$ cat src/inc/inj_seq_pkg.sv
// Constants, register map and types for the injection and interrupt sequencer
package inj_seq_pkg;
    // Register word offsets (byte addresses)
    localparam logic [7:0] OFS_INJ_CFG = 8'h00;
    localparam logic [7:0] OFS_INJ_RESULT = 8'h04;
    localparam logic [7:0] OFS_IRQ_FLAGS = 8'h08;
    localparam logic [7:0] OFS_IRQ_FORCE = 8'h0C;
    localparam logic [7:0] OFS_IRQ_ENABLE = 8'h10;
    localparam logic [7:0] OFS_IRQ_GATED = 8'h14;
    localparam logic [7:0] OFS_SAMPLE_CTRL = 8'h18;
    localparam logic [7:0] OFS_SEQ_CTRL = 8'h1C;
    localparam logic [7:0] OFS_STATUS = 8'h20;
    // Injection configuration fields
    localparam int CFG_GO_BIT = 31;
    localparam int CFG_FOLLOW_BIT = 30;
    localparam int CFG_AVG_BIT = 10;
    localparam int CFG_SAMPLE_LSB = 8;
    localparam int CFG_ALT_RES_BIT = 6;
    localparam int CFG_DIFF_BIT = 5;
    localparam int CFG_PIN_LSB = 0;
    localparam logic [31:0] CFG_WRITE_MASK = 32'h4000_077F;
    localparam logic [31:0] CFG_RESET = 32'h0000_0000;
    // Interrupt flag positions
    localparam int IRQ_SCAN_DONE = 0;
    localparam int IRQ_OVERRUN = 1;
    localparam int IRQ_SW_CLASH = 2;
    localparam int IRQ_HW_CLASH = 3;
    localparam int IRQ_INJ_CLASH = 4;
    localparam int IRQ_INJ_DONE = 5;
    localparam int IRQ_INJ_WINDOW = 6;
    localparam int IRQ_INJ_CLIP = 7;
    localparam int IRQ_RANGE = 8;
    localparam int IRQ_CLIP = 9;
    localparam int NUM_IRQ = 10;
    localparam logic [9:0] IRQ_RESET = 10'h000;
    // Result mirror bits
    localparam int RES_VALID_BIT = 31;
    localparam int RES_WINDOW_BIT = 30;
    localparam int RES_CLIP_BIT = 29;
    localparam int RES_CLASH_BIT = 28;
    // Control bits
    localparam int SMP_PIN_EN_BIT = 31;
    localparam int SEQ_ENABLE_BIT = 0;
    localparam int SEQ_SW_TRIG_BIT = 1;
    // Width of the scan-done pin pulse in cycles
    localparam logic [1:0] PULSE_CYCLES = 2'h2;
    typedef enum logic [2:0] {
        ST_IDLE, ST_SCAN, ST_INJ, ST_INJ_WAIT
    } seq_state_t;
endpackage : inj_seq_pkg

$ cat src/design/irq_flag_bank.sv
// Sticky interrupt flags with force, write-one-to-clear, mask and gated view
`timescale 1ns/1ps
module irq_flag_bank (
    // Clock and reset
    input wire logic mclk,
    input wire logic rst_n,
    // Hardware events and software access
    input wire logic [inj_seq_pkg::NUM_IRQ-1:0] event_set,
    input wire logic [inj_seq_pkg::NUM_IRQ-1:0] force_set,
    input wire logic [inj_seq_pkg::NUM_IRQ-1:0] clear_w1c,
    input wire logic [inj_seq_pkg::NUM_IRQ-1:0] irq_enable,
    // Flags and gated view
    output logic [inj_seq_pkg::NUM_IRQ-1:0] flags,
    output logic [inj_seq_pkg::NUM_IRQ-1:0] gated
);
    genvar i;
    // One sticky bit per source; set wins over clear
    generate
        for (i = 0; i < inj_seq_pkg::NUM_IRQ; i++) begin : g_flag
            always_ff @(posedge mclk) begin
                if (!rst_n) begin
                    flags[i] <= 1'b0;
                end else if (event_set[i] || force_set[i]) begin
                    flags[i] <= 1'b1;
                end else if (clear_w1c[i]) begin
                    flags[i] <= 1'b0;
                end
            end
        end
    endgenerate

    // Masked view of pending flags
    assign gated = flags & irq_enable;
endmodule : irq_flag_bank

$ cat src/design/pulse_stretch.sv
// Stretches a one-cycle event into a fixed-length output pulse
`timescale 1ns/1ps
module pulse_stretch (
    // Clock and reset
    input wire logic mclk,
    input wire logic rst_n,
    // Trigger and enable
    input wire logic trig,
    input wire logic enable,
    // Stretched pulse
    output logic pulse_q
);
    logic [1:0] cnt_q;
    // Counts down the pulse length after each trigger
    always_ff @(posedge mclk) begin
        if (!rst_n) begin
            cnt_q <= 2'h0;
            pulse_q <= 1'b0;
        end else if (trig && enable) begin
            cnt_q <= inj_seq_pkg::PULSE_CYCLES - 2'h1;
            pulse_q <= 1'b1;
        end else if (cnt_q != 2'h0) begin
            cnt_q <= cnt_q - 2'h1;
            pulse_q <= 1'b1;
        end else begin
            pulse_q <= 1'b0;
        end
    end
endmodule : pulse_stretch

$ cat src/design/inj_sequencer.sv
// Injection channel sequencing, result register and interrupt control
`timescale 1ns/1ps
// How it works
// - Injection starts only from the software go bit, never from hardware triggers.
// - Injection result is a single register; no overrun flag for it.
// - Config selects pin, differential, resolution, one of four sample times, averaging.
// - Setting config bit 31 requests an injection conversion.
// - Follow-scan during a scan: inject right after scan, no clash.
// - Follow-scan while idle: inject after the next regular scan ends.
// - No follow-scan and idle: injection starts immediately.
// - No follow-scan during scan: inject after scan and set clash flag.
// - Software scan trigger during plain injection sets software clash, scan waits.
// - Injection done writes result, sets done flag, clears go bit.
// - Result register mirrors valid, window, clip and clash flags.
// - Disabling sequencer clears go bit at once if it was set.
// - In continuous mode the injection conversion is inserted into the sequence.
// - Injection has maskable done, window and clip flags, no overrun.
// - Flags: scan done, overrun, clashes, injection done, range, clip.
// - Interrupt output is high when any flag has its enable bit set.
// - Gated view register reads flags AND enables.
// - Writing one to force register raises the matching flag.
// - Scan completion sets scan-done flag; software clears it after reading.
// - Sample control bit 31 sends scan-done pulse out for two cycles.
// - Non-continuous trigger during busy scan sets clash and is delayed.
// - Scan completion while scan-done still set raises overrun.
module inj_sequencer (
    // Clock and reset
    input wire logic mclk,
    input wire logic rst_n,
    // Register port
    input wire logic [7:0] addr,
    input wire logic [31:0] wdata,
    input wire logic wr_en,
    input wire logic rd_en,
    output logic [31:0] rdata_q,
    // Hardware scan trigger and continuous mode
    input wire logic hw_trig,
    input wire logic cont_mode,
    // Converter core
    output logic scan_start_q,
    output logic inj_start_q,
    output logic [31:0] inj_cfg_out_q,
    input wire logic scan_last_valid,
    input wire logic scan_end,
    input wire logic range_hit,
    input wire logic clip_hit,
    input wire logic inj_end,
    input wire logic [15:0] inj_data,
    input wire logic inj_window,
    input wire logic inj_clip,
    // Outputs
    output logic irq_q,
    output logic scan_done_pin_q,
    output logic busy_q
);
    logic [31:0] injection_config_reg_q;
    logic [31:0] injection_result_reg_q;
    logic [31:0] sampling_control_reg_q;
    logic [inj_seq_pkg::NUM_IRQ-1:0] irq_enable_reg_q;
    logic seq_en_q;
    logic sw_pend_q;
    logic hw_pend_q;
    logic inj_follow_q;
    logic inj_armed_q;
    inj_seq_pkg::seq_state_t state_q;
    logic [inj_seq_pkg::NUM_IRQ-1:0] ev;
    logic [inj_seq_pkg::NUM_IRQ-1:0] force_set;
    logic [inj_seq_pkg::NUM_IRQ-1:0] clear_w1c;
    logic [inj_seq_pkg::NUM_IRQ-1:0] flags;
    logic [inj_seq_pkg::NUM_IRQ-1:0] gated;
    logic [inj_seq_pkg::NUM_IRQ-1:0] flags_d;
    logic go_bit;
    logic follow_bit;
    logic sw_trig_wr;
    logic scan_req;
    logic in_scan;
    logic in_inj;
    logic seq_dis_wr;

    // Returns true when a write targets the given offset
    function automatic logic wr_hit(input logic [7:0] a, input logic [7:0] ofs,
                                    input logic we);
        return we && (a == ofs);
    endfunction : wr_hit

    assign go_bit = injection_config_reg_q[inj_seq_pkg::CFG_GO_BIT];
    assign follow_bit = injection_config_reg_q[inj_seq_pkg::CFG_FOLLOW_BIT];
    assign sw_trig_wr = wr_hit(addr, inj_seq_pkg::OFS_SEQ_CTRL, wr_en)
                        && wdata[inj_seq_pkg::SEQ_SW_TRIG_BIT];
    assign seq_dis_wr = wr_hit(addr, inj_seq_pkg::OFS_SEQ_CTRL, wr_en)
                        && !wdata[inj_seq_pkg::SEQ_ENABLE_BIT];
    assign in_scan = (state_q == inj_seq_pkg::ST_SCAN);
    assign in_inj = (state_q == inj_seq_pkg::ST_INJ);
    // A regular scan is wanted: pending trigger or continuous running
    assign scan_req = sw_pend_q || hw_pend_q || cont_mode;
    // Flag values after this edge; set wins over a write-one clear
    assign flags_d = ev | force_set | (flags & ~clear_w1c);

    // Sequencer enable and sample control
    always_ff @(posedge mclk) begin
        if (!rst_n) begin
            seq_en_q <= 1'b0;
            sampling_control_reg_q <= 32'h0000_0000;
        end else begin
            if (wr_hit(addr, inj_seq_pkg::OFS_SEQ_CTRL, wr_en)) begin
                seq_en_q <= wdata[inj_seq_pkg::SEQ_ENABLE_BIT];
            end
            if (wr_hit(addr, inj_seq_pkg::OFS_SAMPLE_CTRL, wr_en)) begin
                sampling_control_reg_q <= wdata;
            end
        end
    end

    // Injection configuration; go bit set by software only
    always_ff @(posedge mclk) begin
        if (!rst_n) begin
            injection_config_reg_q <= inj_seq_pkg::CFG_RESET;
        end else begin
            if (wr_hit(addr, inj_seq_pkg::OFS_INJ_CFG, wr_en)) begin
                injection_config_reg_q <= (wdata & inj_seq_pkg::CFG_WRITE_MASK)
                    | ({31'h0, go_bit} << inj_seq_pkg::CFG_GO_BIT)
                    | ({31'h0, wdata[inj_seq_pkg::CFG_GO_BIT]} << inj_seq_pkg::CFG_GO_BIT);
            end
            if (seq_dis_wr && go_bit) begin
                injection_config_reg_q[inj_seq_pkg::CFG_GO_BIT] <= 1'b0;
            end else if (in_inj && inj_end) begin
                injection_config_reg_q[inj_seq_pkg::CFG_GO_BIT] <= 1'b0;
            end
        end
    end

    // Pending regular triggers; clash when arriving while busy
    always_ff @(posedge mclk) begin
        if (!rst_n) begin
            sw_pend_q <= 1'b0;
            hw_pend_q <= 1'b0;
        end else if (!seq_en_q) begin
            sw_pend_q <= 1'b0;
            hw_pend_q <= 1'b0;
        end else begin
            if (sw_trig_wr) begin
                sw_pend_q <= 1'b1;
            end else if (scan_start_q && sw_pend_q) begin
                sw_pend_q <= 1'b0;
            end
            if (hw_trig) begin
                hw_pend_q <= 1'b1;
            end else if (scan_start_q && hw_pend_q && !sw_pend_q) begin
                hw_pend_q <= 1'b0;
            end
        end
    end

    // Injection arming: follow-scan waits for a scan end
    always_ff @(posedge mclk) begin
        if (!rst_n) begin
            inj_armed_q <= 1'b0;
            inj_follow_q <= 1'b0;
        end else if (!go_bit || !seq_en_q) begin
            inj_armed_q <= 1'b0;
            inj_follow_q <= 1'b0;
        end else if (in_scan && scan_end) begin
            inj_armed_q <= 1'b1;
            inj_follow_q <= follow_bit;
        end else if (!follow_bit && !in_scan) begin
            inj_armed_q <= 1'b1;
            inj_follow_q <= 1'b0;
        end
    end

    // Main sequencer state machine
    always_ff @(posedge mclk) begin
        if (!rst_n) begin
            state_q <= inj_seq_pkg::ST_IDLE;
            scan_start_q <= 1'b0;
            inj_start_q <= 1'b0;
            busy_q <= 1'b0;
            inj_cfg_out_q <= 32'h0000_0000;
        end else begin
            scan_start_q <= 1'b0;
            inj_start_q <= 1'b0;
            case (state_q)
                inj_seq_pkg::ST_IDLE: begin
                    if (seq_en_q && inj_armed_q && go_bit) begin
                        state_q <= inj_seq_pkg::ST_INJ;
                        inj_start_q <= 1'b1;
                        inj_cfg_out_q <= injection_config_reg_q;
                        busy_q <= 1'b1;
                    end else if (seq_en_q && scan_req) begin
                        state_q <= inj_seq_pkg::ST_SCAN;
                        scan_start_q <= 1'b1;
                        busy_q <= 1'b1;
                    end else begin
                        busy_q <= 1'b0;
                    end
                end
                inj_seq_pkg::ST_SCAN: begin
                    if (!seq_en_q || scan_end) begin
                        state_q <= inj_seq_pkg::ST_IDLE;
                    end
                end
                inj_seq_pkg::ST_INJ: begin
                    if (!seq_en_q || inj_end) begin
                        state_q <= inj_seq_pkg::ST_IDLE;
                    end
                end
                default: begin
                    state_q <= inj_seq_pkg::ST_IDLE;
                end
            endcase
        end
    end

    // Injection result with mirror bits
    always_ff @(posedge mclk) begin
        if (!rst_n) begin
            injection_result_reg_q <= 32'h0000_0000;
        end else begin
            if (in_inj && inj_end) begin
                injection_result_reg_q[15:0] <= inj_data;
            end
            // Mirrors track the flags' next value so they never lag a flag
            injection_result_reg_q[inj_seq_pkg::RES_VALID_BIT] <=
                flags_d[inj_seq_pkg::IRQ_INJ_DONE];
            injection_result_reg_q[inj_seq_pkg::RES_WINDOW_BIT] <=
                flags_d[inj_seq_pkg::IRQ_INJ_WINDOW];
            injection_result_reg_q[inj_seq_pkg::RES_CLIP_BIT] <=
                flags_d[inj_seq_pkg::IRQ_INJ_CLIP];
            injection_result_reg_q[inj_seq_pkg::RES_CLASH_BIT] <=
                flags_d[inj_seq_pkg::IRQ_INJ_CLASH];
        end
    end

    // Hardware events feeding the flag bank
    always_comb begin
        ev = '0;
        ev[inj_seq_pkg::IRQ_SCAN_DONE] = in_scan && scan_end;
        ev[inj_seq_pkg::IRQ_OVERRUN] = in_scan && scan_end
                                       && flags[inj_seq_pkg::IRQ_SCAN_DONE];
        ev[inj_seq_pkg::IRQ_SW_CLASH] = sw_trig_wr && seq_en_q
                                        && (in_scan || (in_inj && !inj_follow_q));
        ev[inj_seq_pkg::IRQ_HW_CLASH] = hw_trig && seq_en_q && (in_scan || in_inj);
        ev[inj_seq_pkg::IRQ_INJ_CLASH] = wr_hit(addr, inj_seq_pkg::OFS_INJ_CFG, wr_en)
            && wdata[inj_seq_pkg::CFG_GO_BIT] && !wdata[inj_seq_pkg::CFG_FOLLOW_BIT]
            && in_scan && seq_en_q;
        ev[inj_seq_pkg::IRQ_INJ_DONE] = in_inj && inj_end;
        ev[inj_seq_pkg::IRQ_INJ_WINDOW] = in_inj && inj_end && inj_window;
        ev[inj_seq_pkg::IRQ_INJ_CLIP] = in_inj && inj_end && inj_clip;
        ev[inj_seq_pkg::IRQ_RANGE] = in_scan && range_hit;
        ev[inj_seq_pkg::IRQ_CLIP] = in_scan && clip_hit;
    end

    // Force and clear strobes from register writes
    always_comb begin
        force_set = '0;
        clear_w1c = '0;
        if (wr_hit(addr, inj_seq_pkg::OFS_IRQ_FORCE, wr_en)) begin
            force_set = wdata[inj_seq_pkg::NUM_IRQ-1:0];
        end else if (wr_hit(addr, inj_seq_pkg::OFS_IRQ_FLAGS, wr_en)) begin
            clear_w1c = wdata[inj_seq_pkg::NUM_IRQ-1:0];
        end
    end

    irq_flag_bank u_flags (
        .mclk(mclk),
        .rst_n(rst_n),
        .event_set(ev),
        .force_set(force_set),
        .clear_w1c(clear_w1c),
        .irq_enable(irq_enable_reg_q),
        .flags(flags),
        .gated(gated)
    );

    // Interrupt enable register and interrupt output
    always_ff @(posedge mclk) begin
        if (!rst_n) begin
            irq_enable_reg_q <= inj_seq_pkg::IRQ_RESET;
            irq_q <= 1'b0;
        end else begin
            if (wr_hit(addr, inj_seq_pkg::OFS_IRQ_ENABLE, wr_en)) begin
                irq_enable_reg_q <= wdata[inj_seq_pkg::NUM_IRQ-1:0];
            end
            irq_q <= |gated;
        end
    end

    // Scan-done pin pulse, starting one cycle after the last channel strobe
    pulse_stretch u_pin (
        .mclk(mclk),
        .rst_n(rst_n),
        .trig(scan_last_valid && in_scan),
        .enable(sampling_control_reg_q[inj_seq_pkg::SMP_PIN_EN_BIT]),
        .pulse_q(scan_done_pin_q)
    );

    // Read data, one cycle after the read strobe
    always_ff @(posedge mclk) begin
        if (!rst_n) begin
            rdata_q <= 32'h0000_0000;
        end else if (rd_en) begin
            if (addr == inj_seq_pkg::OFS_INJ_CFG) begin
                rdata_q <= injection_config_reg_q;
            end else if (addr == inj_seq_pkg::OFS_INJ_RESULT) begin
                rdata_q <= injection_result_reg_q;
            end else if (addr == inj_seq_pkg::OFS_IRQ_FLAGS) begin
                rdata_q <= {22'h0, flags};
            end else if (addr == inj_seq_pkg::OFS_IRQ_FORCE) begin
                rdata_q <= {22'h0, flags};
            end else if (addr == inj_seq_pkg::OFS_IRQ_ENABLE) begin
                rdata_q <= {22'h0, irq_enable_reg_q};
            end else if (addr == inj_seq_pkg::OFS_IRQ_GATED) begin
                rdata_q <= {22'h0, gated};
            end else if (addr == inj_seq_pkg::OFS_SAMPLE_CTRL) begin
                rdata_q <= sampling_control_reg_q;
            end else if (addr == inj_seq_pkg::OFS_SEQ_CTRL) begin
                rdata_q <= {31'h0, seq_en_q};
            end else if (addr == inj_seq_pkg::OFS_STATUS) begin
                rdata_q <= {29'h0, inj_armed_q, in_inj, in_scan};
            end else begin
                rdata_q <= 32'h0000_0000;
            end
        end else begin
            rdata_q <= 32'h0000_0000;
        end
    end
endmodule : inj_sequencer

$ cat config.mk
export PLATFORM = sky130hd
export DESIGN_NAME = inj_sequencer
export DESIGN_NICKNAME = d
export VERILOG_FILES = /design/src/inc/inj_seq_pkg.sv /design/src/design/irq_flag_bank.sv /design/src/design/pulse_stretch.sv /design/src/design/inj_sequencer.sv
export SDC_FILE = /design/constraint.sdc
export NUM_CORES = 1
export LEC_CHECK = 0
export BUFFER_PORTS_ARGS = -buffer_cell sky130_fd_sc_hd__buf_2
export CORE_ASPECT_RATIO = 1.2
export CORE_UTILIZATION = 32
export CTS_CLUSTER_DIAMETER = 200
export DETAILED_ROUTE_END_ITERATION = 12
export PLACE_DENSITY_LB_ADDON = 0.05
export SLEW_MARGIN = 20
export SYNTH_ARGS = -nofsm -noshare
export SYNTH_HDL_FRONTEND = slang
export SYNTH_HIERARCHICAL = 1
export SYNTH_SLANG_ARGS = --single-unit
export TNS_END_PERCENT = 1
$ cat constraint.sdc
create_clock -name mclk -period 2.15 [get_ports mclk]
set_clock_uncertainty 0.1 [all_clocks]
set_input_delay 0.43 -clock mclk [delete_from_list [all_inputs] [get_ports mclk]]
set_output_delay 0.43 -clock mclk [all_outputs]
set_load 0.1 [all_outputs]
== After elaboration in Yosys (flattened, before gate mapping) ==
Cells that the tools add are included.
Storage, ports and cells
  output and inout port bits: 69
  register bits after elaboration: 183
Cells by class
  multiplexer cells: 52
  reductions and logical operators: 86
  $add $sub $neg: 1
  bitwise operators: 9
  equal/unequal tests: 13
Operators with widths (count)
  two-way mux 32 bit: 7
  two-way mux 1 bit: 35
  logical AND 1 bit: 34
  == test 8 x 5 -> 1 bit, second input constant: 4
  bitwise OR 31 x 32 -> 32 bit: 1
  bitwise OR 32 bit: 1
  two-way mux 10 bit: 3
  nonzero test 2 bit: 15
  two-way mux 3 bit: 6
  logical OR 1 bit: 17
  == test 8 x 4 -> 1 bit, second input constant: 2
  bitwise OR 8 bit: 2
  AND 10 bit: 1
  OR reduction 10 bit: 1
  one-hot mux 3 bit (3 select lines): 1
  AND 8 bit: 1
  == test 8 x 3 -> 1 bit, second input constant: 1
  == test 8 x 6 -> 1 bit, second input constant: 1
  logical NOT 1 bit: 8
  logical NOT 8 bit: 1
  NOT 8 bit: 1
  AND reduction 2 bit: 4
  OR reduction 3 bit: 2
  != test 2 x 1 -> 1 bit, second input constant: 2
  8 further kinds: 10

== Longest topological paths before layout ==
Gate-level depths: netlist of the first run.
  depth after elaboration: 10
  depth in mapped cells: 8
  mapped depth without buffers: 7

== By module ==
The synthesis of the first run kept the hierarchy.
By module, submodules not included
  inj_sequencer: instances 1, area each 5544.1 um^2, sequential area each 2582.5 um^2, cells each 679
  irq_flag_bank: instances 1, area each 508.0 um^2, sequential area each 200.2 um^2, cells each 41
  pulse_stretch: instances 1, area each 127.6 um^2, sequential area each 60.1 um^2, cells each 13

== Worst setup path after synthesis of the first run ==
OpenSTA, ideal clock, no wires.
  kind: in2reg
  from: in addr[4]
  to: reg sampling_control_reg_q[0]
  arrival time: 1.761 ns
  path slack: 0.157 ns
  path buffers: 3
  required time: 1.918 ns
  library setup time: 0.132 ns
  cell stages on the path: 7
  cells stage by stage: buf_4 > or4b_1 > or3_1 > buf_2 > buf_6 > nand2_1 > a21oi_1
On the way
  word-level cells in the longest chain between the ends: 2
Ends and longest elaborated chain
  start, declared: RTL line inj_sequencer.sv:31  | input wire logic [7:0] addr,
  == test 8 x 5 -> 1 bit: RTL line inj_sequencer.sv:83  | return we && (a == ofs);
  logical AND 1 bit: RTL line inj_sequencer.sv:83
  end signal, assigned: RTL line inj_sequencer.sv:109  | sampling_control_reg_q <= wdata;
  end, declared: RTL line inj_sequencer.sv:58  | logic [31:0] sampling_control_reg_q;
Every way passes these cells.
A chain may end at the register's enable or synchronous reset.

== Worst setup path in the final report of the first run ==
  from: reg state_q[0]
  to: reg state_q[0]
On the way
  word-level cells in the longest chain between the ends: 3
  elaborated cells between the ends (all ways): 8
Ends and longest elaborated chain
  start, declared: RTL line inj_sequencer.sv:65  | inj_seq_pkg::seq_state_t state_q;
  start signal, assigned: RTL line inj_sequencer.sv:174  | state_q <= inj_seq_pkg::ST_IDLE;
  start signal, assigned: RTL line inj_sequencer.sv:185  | state_q <= inj_seq_pkg::ST_INJ;
  start signal, assigned: RTL line inj_sequencer.sv:190  | state_q <= inj_seq_pkg::ST_SCAN;
  == test 3 x 2 -> 1 bit (tied with other cells): RTL line inj_sequencer.sv:182  | case (state_q)
  != test 2 x 1 -> 1 bit (no line) / != test 3 bit (equally long branches)
  AND reduction 3 bit (no line)
Several ways; a longest one is shown, not always the timed one.

==> metrics.log, run 1 <==
[metrics] result of the run: completed
[metrics] CTS sink count: 142
[metrics] relative contribution of sequential cells to total power: 0.427
[metrics] flop and latch count out of synthesis: 142
[metrics] CTS clock-pin slew for the worst setup and hold paths: 60 ps
[metrics] Data required, critical path: 2380 ps
[metrics] Vert. Die Dim: 154 um
[metrics] total power after layout: 6.27 mW
[metrics] via count of the first global-routing pass: 5511
[metrics] total global routing track utilization: 0.204
[metrics] Die Wd: 129 um
[metrics] Switching Share: 0.253
[metrics] routed via count: 5567
[metrics] Std-Cell Core Area: 18900 um^2
[metrics] Worst-Margin Slew: 507 ps
[metrics] multi-input logic area: 3000 um^2
[metrics] deepest level of the CTS H-tree: 4
[metrics] Post-Route Utilization: 0.415
[metrics] Hold Path Class: input port to flop
[metrics] post-synthesis instance total: 733
[metrics] filler cell count: 1975
[metrics] beginning of the worst hold path: hw_trig
[metrics] Synth area leaders: sky130_fd_sc_hd__dfxtp_1 46%, sky130_fd_sc_hd__nand2_1 11%, sky130_fd_sc_hd__a21oi_1 6.5%
[metrics] share of synthesized registers carrying an async set or reset: 0
[metrics] total inserted antenna cells: 0
[metrics] TritonCTS clock tree: done
[metrics] proportion of power drawn by the clock network: 0.481
[metrics] number of clock buffers inserted by TritonCTS: 17
[metrics] hold-fix buffer count after cts: 0
[metrics] top-count cell post-synth: sky130_fd_sc_hd__nand2_1
[metrics] detailed-route wire length per cell: 17.3 um
[metrics] fraction of layout instances using a drive strength above 1: 0.253
[metrics] syn avg cell area: 8.43 um^2
[metrics] Critical Path Source Type: flop
[metrics] final worst setup slack: 220 ps
[metrics] Detailed Route WL: 19700 um
[metrics] number of warning messages in the yosys log: 6
[metrics] unrepaired setup endpoints after global routing: false
[metrics] PD cells: 800 nW/um^2
[metrics] Worst Setup SP: state_q[0]$_SDFFE_PN0P_
[metrics] I/O Buffers: 117
[metrics] cell type contributing the most total cell area after synthesis: sky130_fd_sc_hd__dfxtp_1
[metrics] internal power component: 4.68 mW
[metrics] clock period minus worst slack: 1930 ps
[metrics] number of instances resized during post-cts repair: 0
[metrics] dominant register cell in the synthesized netlist: sky130_fd_sc_hd__dfxtp_1
[metrics] DR DRC count: 0
[metrics] final setup violation count: 0
[metrics] cell leakage power: 3.22 nW
[metrics] first-pass detailed-route iteration total: 4
[metrics] number of DRC markers after the initial detailed-route iteration: 238
[metrics] initial antenna violation count: 0
[metrics] Post-synth EDFFs: 0
[metrics] first-pass GRT wire length: 30100 um
[metrics] final critical-path share of the clock period: 0.898
[metrics] Final Hold Fails: 0
[metrics] critical path class: flop to flop
[metrics] worst-case vdd ir drop: 0.475 mV
[metrics] Vias per Instance: 4.88
[metrics] number of rows in the core area: 55
[metrics] area used by sequential logic in the layout: 2840 um^2
[metrics] die footprint: 19900 um^2
[metrics] initial core utilization: 0.328
[metrics] reported max-cap violation count: 0
[metrics] sequential cell area fraction in the yosys report: 0.460
[metrics] later-pin clock latency in the skew report: 420 ps
[metrics] maximum number of pins on one net before global-route repair: 39
[metrics] Pins Over Slew Limit: 0
[metrics] HPWL after detailed placement: 14800 um
[metrics] data arrival at the endpoint of the critical path: 2160 ps
[metrics] Total Nets Final: 945
[metrics] deepest clock path buffer count: 2
[metrics] crit path max fanout: 6
[metrics] capturing element type of the critical path: flop
[metrics] RePlAce Congestion: 0.839
[metrics] root buffer cell: sky130_fd_sc_hd__clkbuf_16
[metrics] count of nets left with antenna violations after detail routing: 0
[metrics] leading post-synthesis cells by instance count: 173 x sky130_fd_sc_hd__nand2_1, 142 x sky130_fd_sc_hd__dfxtp_1, 80 x sky130_fd_sc_hd__a21oi_1
[metrics] Setup WS pre-CTS: -94.5 ps
[metrics] synthesized cell area: 6180 um^2
[metrics] relative slew slack: 0.661
[metrics] Unique masters post-synth: 58
[metrics] # Post-CTS Setup Buffers: 0
[metrics] worst flop-to-flop path startpoint: state_q[0]$_SDFFE_PN0P_
[metrics] portion of synthesized cell area occupied by the leading cell type: 0.460
[metrics] top-level port count: 138
[metrics] combinational share of power: 0.092
[metrics] Psw: 1.59 mW
[metrics] global-route congestion overflow total: 0
[metrics] Max Clk Rate: 518 MHz
[metrics] signed area change from the synthesized netlist to the final layout: 26.7%
cell type report:
class | instances | share of cell area
Clock buffer | 19 | 0.0566
Timing Repair Buffer | 163 | 0.128
Tap cell | 256 | 0.0409
Sequential cell | 142 | 0.363
Clock inverter | 13 | 0.0208
Multi-Input combinational cell | 533 | 0.383
Inverter | 15 | 0.00719
flip-flops by register name (all words and copies together), names as in the netlist, 2 cells and up:
signal / cells
inj_cfg_out_q: 12
injection_config_reg_q: 12
injection_result_reg_q: 20
irq_enable_reg_q: 10
rdata_q: 32
sampling_control_reg_q: 32
state_q: 2
u_flags/flags: 10
u_pin/cnt_q: 2
power by group through the flow:
| stage | combinational, mW | clock (mW) | sequential [mW] |
|---|---|---|---|
| floorplan | 0.365 | 0 | 2.77 |
| global placement | 0.566 | 0 | 2.73 |
| detailed placement | 0.578 | 0 | 2.73 |
| CTS | 0.580 | 3.09 | 2.68 |
| global route | 0.612 | 3.20 | 2.68 |
| finish | 0.577 | 3.01 | 2.68 |
worst max-delay path: stages, from the launching register on:
cell	delay, ps
sky130_fd_sc_hd__dfxtp_1	350
sky130_fd_sc_hd__inv_1	80
sky130_fd_sc_hd__ha_1	320
sky130_fd_sc_hd__nor2b_1	170
sky130_fd_sc_hd__o21ai_0	410
sky130_fd_sc_hd__a21oi_1	170
sky130_fd_sc_hd__a211oi_1	240
final timing paths:
path,depth (start not counted),end,slack [ps]
worst max-delay path,6,state_q[0]$_SDFFE_PN0P_,220
worst min-delay path,3,hw_pend_q$_SDFFE_PN0P_,140
worst max register to register,6,state_q[0]$_SDFFE_PN0P_,220
worst min register to register,2,sampling_control_reg_q[2]$_SDFFE_PN0P_,350
layout by cell type, fill, tap and decap left out, types with 7 or more instances in the layout:
cell type                   count
sky130_fd_sc_hd__buf_4         40
sky130_fd_sc_hd__and2_2        10
sky130_fd_sc_hd__nand3_1        8
sky130_fd_sc_hd__nor2b_4       10
sky130_fd_sc_hd__clkbuf_16     17
sky130_fd_sc_hd__nand2_1      173
sky130_fd_sc_hd__o21ai_0       21
sky130_fd_sc_hd__a211oi_1       7
sky130_fd_sc_hd__a21oi_1       80
sky130_fd_sc_hd__a22o_1         7
sky130_fd_sc_hd__nand2b_1       7
sky130_fd_sc_hd__and3_1         8
sky130_fd_sc_hd__buf_2        117
sky130_fd_sc_hd__mux2i_1       19
sky130_fd_sc_hd__o31a_1        11
sky130_fd_sc_hd__dfxtp_1      142
sky130_fd_sc_hd__and2_1        35
sky130_fd_sc_hd__nor2_1        38
sky130_fd_sc_hd__inv_1         13
sky130_fd_sc_hd__nor3_1        10
sky130_fd_sc_hd__conb_1        20
layer usage:
metal  GRT usage  share of wire
met5           0              0
met4      0.0930          0.032
met3      0.0332          0.037
met2       0.359           0.50
met1       0.240           0.43
cell families (layout without fill, tap and decap cells):
| group | count (synthesis) | after routing | share of synthesized area |
|---|---|---|---|
| multiplexers | 20 | 20 | 0.0326 |
| adder cells (fa/ha/maj) | 4 | 4 | 0.00810 |
| AO/OA/AOI/OAI | 166 | 166 | 0.167 |
| other | 1 | 20 | 0.000607 |
| flip-flops | 142 | 142 | 0.460 |
| buffers and inverters | 77 | 210 | 0.0670 |
| XOR/XNOR | 1 | 1 | 0.00142 |
| AND/OR/NAND/NOR | 322 | 322 | 0.263 |
metrics by stage:
stage                     std cells  instance area, um^2  hold WS [ps]  setup TNS, ps
after detailed placement       1109                 7230           338           -836
after global routing           1141                 7830           148              0
after global placement         1109                 7230           333           -238
after floorplan                 752                 6250           325              0
final                          1141                 7830           137              0
after CTS                      1141                 7830           125              0
(Power assumes the default switching activity.)
==> run 2, diff against run 1 <==
==> constraint.sdc (replaced) <==
create_clock -name mclk -period 1.75 [get_ports mclk]
set_clock_uncertainty 0.1 [all_clocks]
set_input_delay 0.35 -clock mclk [delete_from_list [all_inputs] [get_ports mclk]]
set_output_delay 0.35 -clock mclk [all_outputs]
set_load 0.1 [all_outputs]
==> run 2 against run 1 <==
Effect of this change:
- worst hold slack got worse by 70 ps
- sequential share of layout area decreased by 1.3 points
- clock-buffer cell count rose by 2
- cell count grew 2.2%
- global-route usage rose by 0.23 points
- largest cell class unchanged
==> metrics.log, run 2 (synthesis results as in run 1) <==
[metrics] I/O Buffers: 117 (unchanged)
[metrics] signed area change from the synthesized netlist to the final layout: 31.3%
[metrics] cell leakage power: 3.37 nW (+4.5%)
[metrics] unrepaired setup endpoints after global routing: true
[metrics] hold-fix buffer count after cts: 0 (unchanged)
[metrics] Max Clk Rate: 573 MHz
[metrics] Final Hold Fails: 0 (unchanged)
[metrics] top-level port count: 138 (unchanged)
[metrics] TritonCTS clock tree: done
[metrics] routed via count: 5676 (+2.0%)
[metrics] data arrival at the endpoint of the critical path: 1930 ps (-230 ps)
[metrics] initial core utilization: 0.328 (unchanged)
[metrics] Die Wd: 129 um (unchanged)
[metrics] capturing element type of the critical path: flop
[metrics] worst-case vdd ir drop: 0.644 mV (+35%)
[metrics] clock period minus worst slack: 1750 ps
[metrics] HPWL after detailed placement: 15200 um (+2.5%)
[metrics] die footprint: 19900 um^2 (unchanged)
[metrics] count of nets left with antenna violations after detail routing: 0 (unchanged)
[metrics] deepest clock path buffer count: 2 (unchanged)
[metrics] Detailed Route WL: 19900 um (+1.2%)
[metrics] CTS clock-pin slew for the worst setup and hold paths: 60 ps (about the same)
[metrics] first-pass GRT wire length: 30600 um (+1.4%)
[metrics] Regs by FF count: rdata_q: 32 flops, sampling_control_reg_q: 32 flops, injection_result_reg_q: 20 flops
[metrics] Hold Path Class: input port to flop
[metrics] reported max-cap violation count: 0 (unchanged)
[metrics] total global routing track utilization: 0.206 (+0.00228)
[metrics] maximum number of pins on one net before global-route repair: 29 (-26%)
[metrics] number of rows in the core area: 55 (unchanged)
[metrics] RePlAce Congestion: 0.821 (-2.2%)
[metrics] total inserted antenna cells: 0 (unchanged)
[metrics] Vert. Die Dim: 154 um (unchanged)
[metrics] critical path class: input port to flop
[metrics] global-route congestion overflow total: 0 (unchanged)
[metrics] final cell count without fillers: 1166 (+2.2%)
[metrics] commonest cells after routing, fill and taps aside: 172 x sky130_fd_sc_hd__nand2_1, 142 x sky130_fd_sc_hd__dfxtp_1, 117 x sky130_fd_sc_hd__buf_2
[metrics] post-route setup TNS: 0 ps (unchanged)
[metrics] Critical Path Source Type: input port
[metrics] DR DRC count: 0 (unchanged)
[metrics] via count of the first global-routing pass: 5647 (+2.5%)
[metrics] final setup violation count: 0 (unchanged)
[metrics] initial antenna violation count: 0 (unchanged)
[metrics] Data required, critical path: 1930 ps (-450 ps)
[metrics] crit path max fanout: 5 (-1)
[metrics] Pins Over Slew Limit: 0 (unchanged)
[metrics] later-pin clock latency in the skew report: 420 ps (about the same)
[metrics] final worst setup slack: 3.63 ps (-216 ps)
[metrics] CTS sink count: 142 (unchanged)
[metrics] most common cell after layout, fill and taps aside: sky130_fd_sc_hd__nand2_1
[metrics] deepest level of the CTS H-tree: 4 (unchanged)
[metrics] number of DRC markers after the initial detailed-route iteration: 228 (-4.2%)
[metrics] Std-Cell Core Area: 18900 um^2 (unchanged)
[metrics] Vias per Instance: 4.87 (-0.23%)
[metrics] number of clock buffers inserted by TritonCTS: 17 (unchanged)
[metrics] fraction of layout instances using a drive strength above 1: 0.288 (+0.0348)
[metrics] final critical-path share of the clock period: 0.998
[metrics] root buffer cell: sky130_fd_sc_hd__clkbuf_16
[metrics] Cells after DPL: 1135 (+2.3%)
[metrics] Total Nets Final: 971 (+2.8%)
[metrics] Setup WS pre-CTS: -602 ps (-508 ps)
[metrics] first-pass detailed-route iteration total: 7 (+3)
[metrics] PD cells: 954 nW/um^2 (+19%)
[metrics] result of the run: completed
[metrics] detailed-route wire length per cell: 17.1 um (-0.99%)
-- run 2: worst max-delay path, stage by stage --
cell,delay [ps]
sky130_fd_sc_hd__buf_2,110
sky130_fd_sc_hd__buf_4,150
sky130_fd_sc_hd__or4b_4,550
sky130_fd_sc_hd__nor2_1,240
sky130_fd_sc_hd__buf_4,170
sky130_fd_sc_hd__nand2_1,70
sky130_fd_sc_hd__nor2_1,190
sky130_fd_sc_hd__a2111oi_4,110
-- run 2: path summary, 6_finish.rpt --
path	startpoint	end	slack, ps	cells past startpoint
worst min register to register	sampling_control_reg_q[20]$_SDFFE_PN0P_	sampling_control_reg_q[20]$_SDFFE_PN0P_	350	2
worst max-delay path	addr[7]	injection_config_reg_q[31]$_SDFFE_PP0N_	4	8
worst min-delay path	wdata[28]	sampling_control_reg_q[28]$_SDFFE_PN0P_	70	3
worst max register to register	state_q[0]$_SDFFE_PN0P_	state_q[1]$_SDFFE_PN0P_	60	8
-- run 2: timing repair --
action                                  CTS  global route
resized for setup                         7             7
endpoints found under the setup margin    4            29
setup buffers                             0             0
pin swaps                                 0             0
-- run 2: cell type report --
| class | count | area (um^2) |
|---|---|---|
| Timing Repair Buffer | 189 | 1220 |
| Inverter | 15 | 60.1 |
| Tap cell | 256 | 320 |
| Clock buffer | 21 | 480 |
| Clock inverter | 10 | 128 |
| Sequential cell | 142 | 2840 |
| Fill cell | 2017 | 10700 |
| Multi-Input combinational cell | 533 | 3060 |
-- run 2: layer usage --
metal,vias to the layer above,track usage,share of wire
li1,2784,-,-
met5,-,0,0
met4,0,0.0818,0.027
met1,2702,0.255,0.44
met2,157,0.351,0.49
met3,33,0.0384,0.040
-- run 2: per-stage QoR --
| step | util | hold slack (ps) | area (um^2) | power (mW) |
|---|---|---|---|---|
| finish | 0.430 | 66.4 | 8110 | 7.74 |
| global route | 0.430 | 62.3 | 8110 | 8.01 |
| CTS | 0.429 | 61.2 | 8080 | 7.81 |
| detailed placement | 0.395 | 336 | 7440 | 4.10 |
| global placement | 0.395 | 330 | 7440 | 4.09 |
| floorplan | - | 325 | 6260 | 3.86 |
-- run 2: where the power goes --
part | internal, mW | total [mW] | switching (mW)
registers | 3.27 | 3.29 | 0.0192
clock network | 2.26 | 3.70 | 1.44
logic | 0.228 | 0.749 | 0.520
==> run 3, diff against run 2 <==
--- a/config.mk
+++ b/config.mk
@@ -6,11 +6,14 @@
 export NUM_CORES = 1
 export LEC_CHECK = 0
 export BUFFER_PORTS_ARGS = -buffer_cell sky130_fd_sc_hd__buf_2
+export CAP_MARGIN = 20
 export CORE_ASPECT_RATIO = 1.2
 export CORE_UTILIZATION = 32
 export CTS_CLUSTER_DIAMETER = 200
+export CTS_CLUSTER_SIZE = 8
 export DETAILED_ROUTE_END_ITERATION = 12
 export PLACE_DENSITY_LB_ADDON = 0.05
+export REMOVE_ABC_BUFFERS = 1
 export SLEW_MARGIN = 20
 export SYNTH_ARGS = -nofsm -noshare
 export SYNTH_HDL_FRONTEND = slang
==> run 3 against run 2 <==
Effect of this change:
- worst setup slack improved by 25 ps
- utilization about the same
- cell count unchanged
- register-to-register slack got worse by 30 ps
- via count decreased by 1.2%
- sequential share of layout area about the same
- sequential cell count unchanged
- final area about the same
- clock-buffer cell count decreased by 2
- critical path depth decreased by 2
- combinational power increased by 0.8%
- highest routed layer unchanged
==> metrics.log, run 3 (synthesis results as in run 1) <==
[metrics] final setup violation count: 0 (unchanged)
[metrics] Data required, critical path: 1980 ps (+50 ps)
[metrics] Std-Cell Core Area: 18900 um^2 (unchanged)
[metrics] worst hold margin: 62.9 ps (-3.51 ps)
[metrics] Vert. Die Dim: 154 um (unchanged)
[metrics] detailed-route wire length per cell: 17.2 um (+0.61%)
[metrics] minimum setup slack among reg-to-reg paths: 30 ps (-30 ps)
[metrics] Setup WS pre-CTS: -464 ps (+138 ps)
[metrics] clock period minus worst slack: 1720 ps (-25.0 ps)
[metrics] Worst Setup SP: state_q[1]$_SDFFE_PN0P_
[metrics] filler cell count: 1974 (-2.1%)
[metrics] deepest clock path buffer count: 2 (unchanged)
[metrics] Critical Path Source Type: flop
[metrics] CTS sink count: 142 (unchanged)
[metrics] r2r endpoint: rdata_q[0]$_SDFF_PN0_
[metrics] Final Hold Fails: 0 (unchanged)
[metrics] later-pin clock latency in the skew report: 420 ps (about the same)
[metrics] area used by sequential logic in the layout: 2840 um^2 (unchanged)
[metrics] total global routing track utilization: 0.210 (+0.00380)
[metrics] multi-input logic area: 3040 um^2 (-0.78%)
[metrics] initial antenna violation count: 0 (unchanged)
[metrics] capturing element type of the critical path: flop
[metrics] CTS clock-pin slew for the worst setup and hold paths: 60 ps (about the same)
[metrics] die footprint: 19900 um^2 (unchanged)
[metrics] total power after layout: 7.80 mW (+0.76%)
[metrics] number of rows in the core area: 55 (unchanged)
[metrics] cell leakage power: 3.38 nW (+0.52%)
[metrics] Cells on Worst Hold Path: 3 (unchanged)
[metrics] cell count of the worst reg-to-reg path: 6 (-2)
[metrics] total inserted antenna cells: 0 (unchanged)
[metrics] Pins Over Slew Limit: 0 (unchanged)
[metrics] global-route congestion overflow total: 0 (unchanged)
[metrics] crit path max fanout: 5 (unchanged)
[metrics] routed via count: 5606 (-1.2%)
[metrics] worst flop-to-flop path startpoint: state_q[1]$_SDFFE_PN0P_
[metrics] signed area change from the synthesized netlist to the final layout: 31.2% (about the same)
[metrics] number of DRC markers after the initial detailed-route iteration: 294 (+29%)
[metrics] HPWL after detailed placement: 15000 um (-1.0%)
[metrics] data arrival at the endpoint of the critical path: 1950 ps (+20 ps)
[metrics] Hold Path Class: input port to flop
[metrics] Post-Route Utilization: 0.430 (about the same)
[metrics] initial core utilization: 0.328 (unchanged)
[metrics] maximum number of pins on one net before global-route repair: 53 (+83%)
[metrics] final critical-path share of the clock period: 0.984 (-0.0143)
[metrics] DR DRC count: 0 (unchanged)
[metrics] Die Wd: 129 um (unchanged)
[metrics] top-level port count: 138 (unchanged)
[metrics] RePlAce Congestion: 0.867 (+5.5%)
[metrics] count of nets left with antenna violations after detail routing: 0 (unchanged)
[metrics] reported max-cap violation count: 0 (unchanged)
[metrics] number of clock buffers inserted by TritonCTS: 17 (unchanged)
[metrics] fraction of layout instances using a drive strength above 1: 0.284 (-0.00440)
[metrics] final worst setup slack: 28.6 ps (+25.0 ps)
[metrics] TritonCTS clock tree: done
[metrics] I/O Buffers: 117 (unchanged)
[metrics] via count of the first global-routing pass: 5638 (-0.16%)
[metrics] worst hold path endpoint: injection_result_reg_q[14]$_SDFFE_PN0P_
[metrics] Max Clk Rate: 581 MHz (+1.5%)
[metrics] PD cells: 962 nW/um^2 (+0.82%)
[metrics] first-pass detailed-route iteration total: 4 (-3)
[metrics] Vias per Instance: 4.81 (-1.2%)
[metrics] critical path class: flop to flop
[metrics] first-pass GRT wire length: 31100 um (+1.6%)
[metrics] post-route setup TNS: 0 ps (unchanged)
[metrics] # Post-CTS Setup Buffers: 0 (unchanged)
[metrics] Regs by FF count: rdata_q: 32 flops, sampling_control_reg_q: 32 flops, injection_result_reg_q: 20 flops
[metrics] unrepaired setup endpoints after global routing: true
[metrics] Detailed Route WL: 20100 um (+0.61%)
[metrics] Total Nets Final: 970 (-0.10%)
[metrics] most common cell after layout, fill and taps aside: sky130_fd_sc_hd__nand2_1
[metrics] result of the run: completed
[metrics] worst-case vdd ir drop: 0.635 mV (-1.4%)
[metrics] beginning of the worst hold path: inj_data[14]
[metrics] commonest cells after routing, fill and taps aside: 173 x sky130_fd_sc_hd__nand2_1, 142 x sky130_fd_sc_hd__dfxtp_1, 117 x sky130_fd_sc_hd__buf_2
[metrics] root buffer cell: sky130_fd_sc_hd__clkbuf_16
[metrics] hold-fix buffer count after cts: 0 (unchanged)
[metrics] deepest level of the CTS H-tree: 4 (unchanged)
[run 3: worst max path at each step]
stage                                        endpoint  slack [ps]  cells past startpoint
2_1_floorplan  sampling_control_reg_q[0]$_SDFFE_PN0P_        -570                      4
3_3_place_gp                    rdata_q[0]$_SDFF_PN0_        -520                      8
3_5_place_dp                    rdata_q[0]$_SDFF_PN0_        -460                      8
4_1_cts                         rdata_q[1]$_SDFF_PN0_           6                      8
5_1_grt                         rdata_q[0]$_SDFF_PN0_         -80                      6
6_report                        rdata_q[0]$_SDFF_PN0_          30                      6
[run 3: worst max-delay path: stages (launching register included)]
cell                        delay [ps]
sky130_fd_sc_hd__dfxtp_1           320
sky130_fd_sc_hd__inv_1             110
sky130_fd_sc_hd__ha_2              250
sky130_fd_sc_hd__and3_1            160
sky130_fd_sc_hd__a2bb2oi_1         200
sky130_fd_sc_hd__o221ai_2          180
sky130_fd_sc_hd__a221oi_2          300
[run 3: metal layers]
layer  GRT usage  vias to the layer above  part of all wire
li1            -                     2784                 -
met1       0.249                     2653              0.42
met2       0.368                      145              0.51
met3      0.0380                       24             0.042
met4      0.0891                        0             0.025
met5           0                        -                 0
[run 3: final cells by class]
class                           instances  share of cell area
Tap cell                              256              0.0395
Timing Repair Buffer                  188               0.153
Multi-Input combinational cell        533               0.375
Clock inverter                         13              0.0199
Clock buffer                           19              0.0546
Inverter                               15             0.00695
Sequential cell                       142               0.351
[run 3: power breakdown]
group	internal, mW	switching (mW)	leakage [nW]
Combinational	0.230	0.525	1.94
Clock	2.29	1.47	0.298
Sequential	3.27	0.0206	1.14
Total	5.78	2.01	3.38
[run 3: metrics by stage]
step	cell area, um^2	std cells
finish	8110	1166
global route	8110	1166
CTS	8080	1166
detailed placement	7460	1134
global placement	7460	1134
floorplan	5890	690
[run 3: repair_timing]
item,in CTS,in global routing
gates resized for setup,3,7
cloned,0,0
setup endpoints to repair,1,10
